## src/jlc_pkg.sv

```systemverilog
package jlc_pkg;

  // Register map
  localparam logic [12:0] JLC_LANE_RATE_OFS   = 13'h056e;
  localparam logic [12:0] JLC_QUICK_SETUP_OFS = 13'h0570;

  // Reset values
  localparam logic [7:0]  JLC_LANE_RATE_RST   = 8'h00;
  localparam logic [7:0]  JLC_QUICK_SETUP_RST = 8'h88;

  // Field positions in lane_rate_range_control
  localparam int          JLC_LOW_RATE_BIT    = 4;
  localparam int          JLC_PLL_RATE_LSB    = 3;
  localparam int          JLC_PLL_RATE_W      = 2;

  // Resolution and control-bit limits per padded sample width
  localparam logic [4:0]  JLC_N16_MIN         = 5'h08;
  localparam logic [4:0]  JLC_N16_MAX         = 5'h10;
  localparam logic [1:0]  JLC_CS16_MAX        = 2'h3;
  localparam logic [4:0]  JLC_N8_MIN          = 5'h07;
  localparam logic [4:0]  JLC_N8_MAX          = 5'h08;
  localparam logic [1:0]  JLC_CS8_MAX         = 2'h1;

  // Lane count
  localparam int          JLC_LANES           = 4;

  typedef struct packed {
    logic       valid;
    logic [2:0] l;
    logic [2:0] m;
    logic [3:0] f;
    logic [3:0] s;
    logic       hd;
  } jlc_qcfg_s;

  typedef enum logic [1:0] {
    JLC_LINK_DOWN = 2'b01,
    JLC_LINK_UP   = 2'b10
  } jlc_link_e;

endpackage : jlc_pkg

```

## src/jlc_link_config.sv

```systemverilog
// Summary of operation
// All four lanes form one link together; the code enables only the lowest L lanes (1, 2 or 4).
// Quick-setup register at 0x570 selects link parameters.
// Host computes lane rate from M, N', L.
// Output rate is sample rate over decimation.
// Host keeps lane rate within 3.125-12.5 Gbps.
// Host powers down, configures, then powers up.
// Below 6.25 Gbps host writes 0x10 to 0x56E.
// At 6.25 Gbps and above, low-rate bit cleared.
// Decode 16-bit sample quick-setup code table.
// Decode 8-bit sample quick-setup code table.
// Host picks K multiple of four, F-based minimum.
// Host sets PLL lane-rate field to match.
`timescale 1ns/1ps
`default_nettype none

module jlc_link_config
  import jlc_pkg::*;
(
  // Clock and reset
  input  wire logic                      mclk,
  input  wire logic                      rst_n,
  // Register port
  input  wire logic                      reg_wr,
  input  wire logic                      reg_rd,
  input  wire logic [12:0]               reg_addr,
  input  wire logic [7:0]                reg_wdata,
  output logic      [7:0]                reg_rdata,
  // Link control
  input  wire logic                      link_pwdn,
  input  wire logic                      sample_width_8,
  // Active link configuration
  output logic                           link_up,
  output logic                           cfg_valid,
  output logic      [2:0]                cfg_lanes,
  output logic      [2:0]                cfg_converters,
  output logic      [3:0]                cfg_octets,
  output logic      [3:0]                cfg_samples,
  output logic                           cfg_high_density,
  output logic                           cfg_width_8,
  output logic      [4:0]                cfg_res_min,
  output logic      [4:0]                cfg_res_max,
  output logic      [1:0]                cfg_ctrl_max,
  output logic      [JLC_LANES-1:0]      lane_enable,
  output logic                           low_line_rate,
  output logic      [JLC_PLL_RATE_W-1:0] pll_rate_sel
);

  function automatic jlc_qcfg_s qcfg(input logic [2:0] l, input logic [2:0] m,
                                     input logic [3:0] f, input logic [3:0] s,
                                     input logic hd);
    jlc_qcfg_s r;
    r.valid = 1'b1;
    r.l     = l;
    r.m     = m;
    r.f     = f;
    r.s     = s;
    r.hd    = hd;
    return r;
  endfunction : qcfg

  // Unlisted codes decode invalid and the lanes stay off
  function automatic jlc_qcfg_s decode(input logic [7:0] code, input logic w8);
    jlc_qcfg_s r;
    r = '0;
    if (!w8) begin
      unique case (code)
        8'h01:   r = qcfg(3'd1, 3'd1, 4'd2, 4'd1, 1'b0);
        8'h40:   r = qcfg(3'd2, 3'd1, 4'd1, 4'd1, 1'b1);
        8'h41:   r = qcfg(3'd2, 3'd1, 4'd2, 4'd2, 1'b0);
        8'h80:   r = qcfg(3'd4, 3'd1, 4'd1, 4'd2, 1'b1);
        8'h81:   r = qcfg(3'd4, 3'd1, 4'd2, 4'd4, 1'b0);
        8'h0a:   r = qcfg(3'd1, 3'd2, 4'd4, 4'd1, 1'b0);
        8'h49:   r = qcfg(3'd2, 3'd2, 4'd2, 4'd1, 1'b0);
        8'h88:   r = qcfg(3'd4, 3'd2, 4'd1, 4'd1, 1'b1);
        8'h89:   r = qcfg(3'd4, 3'd2, 4'd2, 4'd2, 1'b0);
        8'h13:   r = qcfg(3'd1, 3'd4, 4'd8, 4'd1, 1'b0);
        8'h52:   r = qcfg(3'd2, 3'd4, 4'd4, 4'd1, 1'b0);
        8'h91:   r = qcfg(3'd4, 3'd4, 4'd2, 4'd1, 1'b0);
        default: r = '0;
      endcase
    end else begin
      unique case (code)
        8'h00:   r = qcfg(3'd1, 3'd1, 4'd1, 4'd1, 1'b0);
        8'h01:   r = qcfg(3'd1, 3'd1, 4'd2, 4'd2, 1'b0);
        8'h40:   r = qcfg(3'd2, 3'd1, 4'd1, 4'd2, 1'b0);
        8'h41:   r = qcfg(3'd2, 3'd1, 4'd2, 4'd4, 1'b0);
        8'h42:   r = qcfg(3'd2, 3'd1, 4'd4, 4'd8, 1'b0);
        8'h80:   r = qcfg(3'd4, 3'd1, 4'd1, 4'd4, 1'b0);
        8'h81:   r = qcfg(3'd4, 3'd1, 4'd2, 4'd8, 1'b0);
        8'h09:   r = qcfg(3'd1, 3'd2, 4'd2, 4'd1, 1'b0);
        8'h48:   r = qcfg(3'd2, 3'd2, 4'd1, 4'd1, 1'b0);
        8'h49:   r = qcfg(3'd2, 3'd2, 4'd2, 4'd2, 1'b0);
        8'h88:   r = qcfg(3'd4, 3'd2, 4'd1, 4'd2, 1'b0);
        8'h89:   r = qcfg(3'd4, 3'd2, 4'd2, 4'd4, 1'b0);
        8'h8a:   r = qcfg(3'd4, 3'd2, 4'd4, 4'd8, 1'b0);
        default: r = '0;
      endcase
    end
    return r;
  endfunction : decode

  // Registers
  logic [7:0] lane_rate_q,   lane_rate_d;
  logic [7:0] quick_setup_q, quick_setup_d;
  logic [7:0] rdata_q,       rdata_d;

  always_comb begin
    lane_rate_d   = lane_rate_q;
    quick_setup_d = quick_setup_q;
    rdata_d       = rdata_q;
    if (reg_wr && reg_addr == JLC_LANE_RATE_OFS) begin
      lane_rate_d = reg_wdata;
    end
    if (reg_wr && reg_addr == JLC_QUICK_SETUP_OFS) begin
      quick_setup_d = reg_wdata;
    end
    if (reg_rd) begin
      unique case (reg_addr)
        JLC_LANE_RATE_OFS:   rdata_d = lane_rate_q;
        JLC_QUICK_SETUP_OFS: rdata_d = quick_setup_q;
        default:             rdata_d = 8'h00;
      endcase
    end
  end

  always_ff @(posedge mclk or negedge rst_n) begin
    if (!rst_n) begin
      lane_rate_q   <= JLC_LANE_RATE_RST;
      quick_setup_q <= JLC_QUICK_SETUP_RST;
      rdata_q       <= 8'h00;
    end else begin
      lane_rate_q   <= lane_rate_d;
      quick_setup_q <= quick_setup_d;
      rdata_q       <= rdata_d;
    end
  end

  assign reg_rdata = rdata_q;

  // Link state and active configuration.
  // Settings are captured only while the link is down, so a write while
  // running cannot tear the lane parameters under the receiver.
  jlc_link_e   state_q,  state_d;
  jlc_qcfg_s   act_q,    act_d;
  logic        w8_q,     w8_d;
  logic        low_q,    low_d;
  logic [1:0]  pll_q,    pll_d;
  logic [JLC_LANES-1:0] lanes_q, lanes_d;
  jlc_qcfg_s   dec;
  // Limits registered so every output leaves a flip-flop
  logic        up_q,     up_d;
  logic [4:0]  rmin_q,   rmin_d;
  logic [4:0]  rmax_q,   rmax_d;
  logic [1:0]  cmax_q,   cmax_d;

  always_comb begin
    dec     = decode(quick_setup_q, sample_width_8);
    state_d = state_q;
    act_d   = act_q;
    w8_d    = w8_q;
    low_d   = low_q;
    pll_d   = pll_q;
    lanes_d = lanes_q;
    unique case (state_q)
      JLC_LINK_DOWN: begin
        act_d   = dec;
        w8_d    = sample_width_8;
        // Host folds decimation into the rate it programs
        low_d   = lane_rate_q[JLC_LOW_RATE_BIT];
        pll_d   = lane_rate_q[JLC_PLL_RATE_LSB +: JLC_PLL_RATE_W];
        lanes_d = '0;
        if (!link_pwdn && dec.valid) begin
          state_d = JLC_LINK_UP;
          // One link: lanes enabled together from L
          unique case (dec.l)
            3'd1:    lanes_d = 4'b0001;
            3'd2:    lanes_d = 4'b0011;
            default: lanes_d = 4'b1111;
          endcase
        end
      end
      JLC_LINK_UP: begin
        if (link_pwdn) begin
          state_d = JLC_LINK_DOWN;
          lanes_d = '0;
        end
      end
    endcase
    up_d   = state_d == JLC_LINK_UP;
    rmin_d = w8_d ? JLC_N8_MIN : JLC_N16_MIN;
    rmax_d = w8_d ? JLC_N8_MAX : JLC_N16_MAX;
    cmax_d = w8_d ? JLC_CS8_MAX : JLC_CS16_MAX;
  end

  always_ff @(posedge mclk or negedge rst_n) begin
    if (!rst_n) begin
      state_q <= JLC_LINK_DOWN;
      act_q   <= '0;
      w8_q    <= 1'b0;
      low_q   <= 1'b0;
      pll_q   <= 2'b00;
      lanes_q <= '0;
      up_q    <= 1'b0;
      rmin_q  <= JLC_N16_MIN;
      rmax_q  <= JLC_N16_MAX;
      cmax_q  <= JLC_CS16_MAX;
    end else begin
      state_q <= state_d;
      act_q   <= act_d;
      w8_q    <= w8_d;
      low_q   <= low_d;
      pll_q   <= pll_d;
      lanes_q <= lanes_d;
      up_q    <= up_d;
      rmin_q  <= rmin_d;
      rmax_q  <= rmax_d;
      cmax_q  <= cmax_d;
    end
  end

  assign link_up          = up_q;
  assign cfg_valid        = act_q.valid;
  assign cfg_lanes        = act_q.l;
  assign cfg_converters   = act_q.m;
  assign cfg_octets       = act_q.f;
  assign cfg_samples      = act_q.s;
  assign cfg_high_density = act_q.hd;
  assign cfg_width_8      = w8_q;
  assign cfg_res_min      = rmin_q;
  assign cfg_res_max      = rmax_q;
  assign cfg_ctrl_max     = cmax_q;
  assign lane_enable      = lanes_q;
  assign low_line_rate    = low_q;
  assign pll_rate_sel     = pll_q;

endmodule : jlc_link_config

`default_nettype wire

```

## config.mk

```make
export PLATFORM = sky130hd
export DESIGN_NAME = jlc_link_config
export DESIGN_NICKNAME = d
export VERILOG_FILES = /design/src/jlc_pkg.sv /design/src/jlc_link_config.sv
export SDC_FILE = /design/constraint.sdc
export NUM_CORES = 1
export LEC_CHECK = 0
export ABC_AREA = 1
export BUFFER_PORTS_ARGS = -buffer_cell sky130_fd_sc_hd__buf_2
export CAP_MARGIN = 0
export CORE_UTILIZATION = 48
export CTS_CLUSTER_SIZE = 14
export DETAILED_ROUTE_END_ITERATION = 8
export GPL_ROUTABILITY_DRIVEN = 0
export PLACE_DENSITY = 0.76
export SYNTH_ARGS = -nofsm -noshare
export SYNTH_HDL_FRONTEND = slang
export SYNTH_SLANG_ARGS = --single-unit
```

## constraint.sdc

```tcl
create_clock -name mclk -period 1.45 [get_ports mclk]
set_input_delay 0.2175 -clock mclk [delete_from_list [all_inputs] [get_ports mclk]]
set_output_delay 0.2175 -clock mclk [all_outputs]
set_load 0.1 [all_outputs]
```

# Word-level counts from Yosys, hierarchy flattened

Index checks and enable logic that the tools add are counted.

Memories kept: 0
Bits of input ports: 27
Register bits after elaboration: 62
Output and inout port bits: 45
Latch bits: 0
Memory bits (read-only): 0
RAM bits: 0

Multiplexer cells: 15
Order comparisons: 0
Eq/ne operators: 24
Add/sub/neg operators: 0
Reduce and logical (&&, ||, !) cells: 5
Shift-type cells: 0
Bitwise gates (word level): 0
Multipliers: 0
Div/mod/pow operators: 0

Operators by type and width:

| kind                                                                     | number |
|---|---|
| 16-bit case mux with 13 select lines                                     | 1 |
| 16-bit case mux with 12 select lines                                     | 1 |
| 8-bit by 7-bit equality test with 1-bit output (second input constant)   | 6 |
| 8-bit equality test (second input constant)                              | 6 |
| 13-bit by 11-bit equality test with 1-bit output (second input constant) | 2 |
| 8-bit by 4-bit equality test with 1-bit output (second input constant)   | 2 |
| 16-bit 2-to-1 mux                                                        | 1 |
| 4-bit case mux with 2 select lines                                       | 2 |
| 8-bit case mux with 2 select lines                                       | 1 |
| 4-bit 2-to-1 mux                                                         | 3 |
| 8-bit by 1-bit equality test with 1-bit output (second input constant)   | 1 |
| 8-bit by 5-bit equality test with 1-bit output (second input constant)   | 1 |
| 8-bit zero test                                                          | 1 |
| 2-bit 2-to-1 mux                                                         | 3 |
| 5-bit 2-to-1 mux                                                         | 1 |
| 2-bit equality test (second input constant)                              | 2 |
| 2-bit case mux with 2 select lines                                       | 1 |
| 3-bit by 1-bit equality test with 1-bit output (second input constant)   | 1 |
| 3-bit by 2-bit equality test with 1-bit output (second input constant)   | 1 |
| 1-bit logical AND                                                        | 3 |
| 2-bit by 1-bit equality test with 1-bit output (second input constant)   | 1 |
| 2-bit inequality test (second input constant)                            | 1 |
| 1-bit zero test                                                          | 1 |
| 1-bit 2-to-1 mux                                                         | 1 |

# Longest topological paths before layout

Depth in word-level cells: 7
Depth in mapped cells: 13
Mapped depth without buffers: 13

# Least setup slack after synthesis

No wires, ideal clock.

Path kind: register to output
From: register, netlist name cfg_res_min[2]
To: output cfg_res_max[3]
Cell stages (with the launch flop): 2
Path buffers: 1
Data arrival time: 1.386 ns
Required time: 1.233 ns
Path slack: -0.153 ns
Cells stage by stage: dfrtp_1 buf_4

RTL lines:

| element       | line                  | text |
|---|---|---|
| end, declared | jlc_link_config.sv:42 | `output logic [4:0] cfg_res_max,` |

# Worst setup path in the final report

From: register quick_setup_q[3]
To: register lanes_q[0], in the netlist lane_enable[0]

Longest elaborated chain between the ends: 6
Elaborated cells between the ends (all ways): 23
Classes of those cells: eq/ne (16); mux (5); reduce/logical (2)

RTL lines:

| element                                                                                      | line                                         | text |
|---|---|---|
| start, declared                                                                              | jlc_link_config.sv:105                       | `logic [7:0] quick_setup_q, quick_setup_d;` |
| start signal, assigned                                                                       | jlc_link_config.sv:134                       | `quick_setup_q <= quick_setup_d;` |
| 8-bit equality test, or another cell as far along                                            | jlc_link_config.sv:83                        | `unique case (code)` |
| 16-bit case mux with 13 select lines or 16-bit case mux with 12 select lines (tied branches) | jlc_link_config.sv:83, jlc_link_config.sv:67 |  |
| 16-bit 2-to-1 mux *                                                                          | jlc_link_config.sv:66                        | `if (!w8) begin` |
| 1-bit logical AND *                                                                          | jlc_link_config.sv:173                       | `if (!link_pwdn && dec.valid) begin` |
| 4-bit 2-to-1 mux *                                                                           | jlc_link_config.sv:173                       |  |
| 4-bit case mux with 2 select lines *                                                         | jlc_link_config.sv:165                       | `unique case (state_q)` |
| end signal, assigned                                                                         | jlc_link_config.sv:214                       | `lanes_q <= lanes_d;` |
| end, declared                                                                                | jlc_link_config.sv:149                       | `logic [JLC_LANES-1:0] lanes_q, lanes_d;` |

Mark *: on every way between the ends. The rest lies on a longest branch, timed or not.
A chain may end at the register's enable or synchronous reset.

==> impl_results.md <==
- Final Cycle Share: 120%
- R2R cell count: 10
- HPWL Detailed: 5000 um
- Distinct cell type count after synthesis: 31
- Die height: 78.0 um
- F_max: 574 MHz
- # fillers: 407
- Slowest-stage cell, CP: dfstp_2
- Worst-skew pair later-pin latency: 310 ps
- Layout Utilization: 68.6%
- Total iterations of the first detailed-routing run: 5
- Register area share after synthesis: 45.3%
- Num rows: 27
- Die Area: 0.00608 mm^2
- Die W: 78.0 um
- Layout cells sized above 1: 43.0%
- Avg Cell Area, Syn: 7.57 um^2
- Total CTS buffers: 5
- Critical path type: flop to flop
- Total power: 0.00625 W
- Critical Path Sink Type: flop
- Root Buffer: clkbuf_8
- Status: complete, but fails checks
- Clock-pin slew on the worst setup and hold paths: 90 ps
- PwrDens: 1640 mW/mm^2
- #FFs+latches synth: 50
- Total GRT Usage: 24.3%
- Final worst slack: -291 ps
- IO Pins: 72
- Starting Density: 50.0%
- Max IR drop VDD: 0.00176 V
- DR WL/cell: 13.3 um
- Antenna violations before repair: 0
- Syn Inst Count: 366
- Clock Skew: 6.52 ps
- Synthesized area: 0.00277 mm^2
- Max cap viols: 0
- Critical-path cell list: nand2_2 > nor2_4 > nand2_2 > nand3_2 > nor2_2 > nand2_1 > nand2_1 > nand2_4 > nand2_4 > o21ai_2
- Hold depth: 2
- Via count: 2827
- Top cell type by total area after synthesis: dfrtp_1
- CORE AREA: 0.00554 mm^2
- Hold Vio Cnt, Final: 0
- Clock sinks: 50
- Area occupied by registers: 0.00126 mm^2
- Buffers on Ports: 66
- Biggest cell delay along the critical path: 590 ps
- Clock Path Buffers: 2
- Min Tclk post-route: 1740 ps
- CTS tree: built
- Arrival @ worst endpoint: 1970 ps
- Failing checks: negative setup slack
- Final setup vio count: 19
- Gr ovfl total: 0
- WHS: 121 ps
- Post-route ant nets: 0
- Via density: 5.24
- RSZ-0062 raised after global routing: yes
- Synth area leaders: dfrtp_1, nand2_1, nor2_1
- 1st-iter DRT viols: 234
- Critical path data required time: 1680 ps
- Vias in the first global route: 2663
- Area growth from synthesis to layout: 37.3%
- DRT Wirelength: 7190 um
- Hold Path Class: primary input to flop
- CP Max Fanout: 4
- First-pass GRT wire length: 11800 um
- Diodes inserted: 0
- # DRC: 0
- CTS H-tree depth: 2
- Most common cell after layout, fill and taps aside: nand2_1
- Pin count of the biggest net entering global routing: 51
- Area of the multi-input gates: 0.00141 mm^2
- Synth Warn #: 0
- Leakage: 2.00 nW
- Final nets: 493
- Slew Viols, Final: 0
- Commonest non-fill, non-tap cells in the layout: nand2_1, buf_2, dfrtp_1
- CP Launch Type: flop
- Post-synth top area share: 41.6%
cells in the mapped netlist (all sizes together):
master and number:
a21oi 6, a31oi 13, and2 1, buf 17
clkbuf 5, clkinv 1, conb 2, dfrtp 46
dfstp 4, inv 36, nand2 110, nand3 20
nand3b 1, nand4 4, nor2 54, nor3 1
nor4 3, o211ai 2, o21ai 39, o221ai 1
path summary, 6_finish.rpt:
path,startpoint,to,slack [ps]
max,quick_setup_q[3],lane_enable[0],-290
min,link_pwdn,link_up,120
max reg2reg,quick_setup_q[3],lane_enable[0],-290
min reg2reg,pll_rate_sel[0],pll_rate_sel[0],480
max in group asynchronous,rst_n,quick_setup_q[7],730
min in group asynchronous,rst_n,cfg_samples[2],430
power by group:
group | switching (W) | internal (W)
sequential | 0.000161 | 0.00164
clock | 0.000474 | 0.000691
combinational | 0.00274 | 0.000553
total | 0.00337 | 0.00288
cell type report:
type	count	area share (%)
Clock buffer	5	1.81
Clock inverter	3	1.81
Inverter	37	3.75
Multi-Input combinational cell	260	37.2
Sequential cell	50	33.2
Tap cell	72	2.37
Timing Repair Buffer	112	19.9
routing by layer:
layer	track usage, %	up-vias	wire length (um)
met1	32.9	1326	3150
met3	4.12	27	395
li1	-	1358	-
met5	0	-	0
met4	9.26	0	204
met2	38.8	116	3440
metrics by stage:
step           setup slack (ps)  area, um^2  cells  setup TNS, ps
2_1_floorplan             -36.6        2850    369          -91.2
3_3_place_gp               -122        3450    522           -922
3_5_place_dp               -183        3450    522          -1270
4_1_cts                    -167        3650    533          -1510
5_1_grt                    -351        3800    539          -4300
6_report                   -291        3800    539          -2640
flip-flops by register name (all words and copies together) (netlist names), 2 cells and up:
| register | count |
|---|---|
| cfg_converters | 3 |
| cfg_lanes | 3 |
| cfg_octets | 4 |
| cfg_samples | 4 |
| lane_enable | 3 |
| lane_rate_q | 8 |
| quick_setup_q | 8 |
| reg_rdata | 8 |
| state_q | 2 |
worst max-delay path: cells and delay by family, from the launching register on:
kind            cells  cell delay, ps
compound gates      1             140
flops               1             590
simple gates        9             940
logic make-up (layout without fill, tap and decap cells):
kind of cell           after synthesis  after routing  share of synthesized area (%)
buffers and inverters               59            157                           10.6
and+or+nand+nor                    194            194                           30.8
AOI/OAI and AO/OA                   61             61                           13.0
DFF                                 50             50                           45.3
other                                2              5                          0.271
repair_timing:
action                                  in CTS  in global routing
gates resized for setup                     17                 36
hold buffers                                 1                  0
cloned                                       0                  0
endpoints found under the hold margin       46                  0
setup buffers                                2                  8
endpoints found under the setup margin      17                 21
pin swaps                                   13                 15
Power figures use the tool's default switching activity.
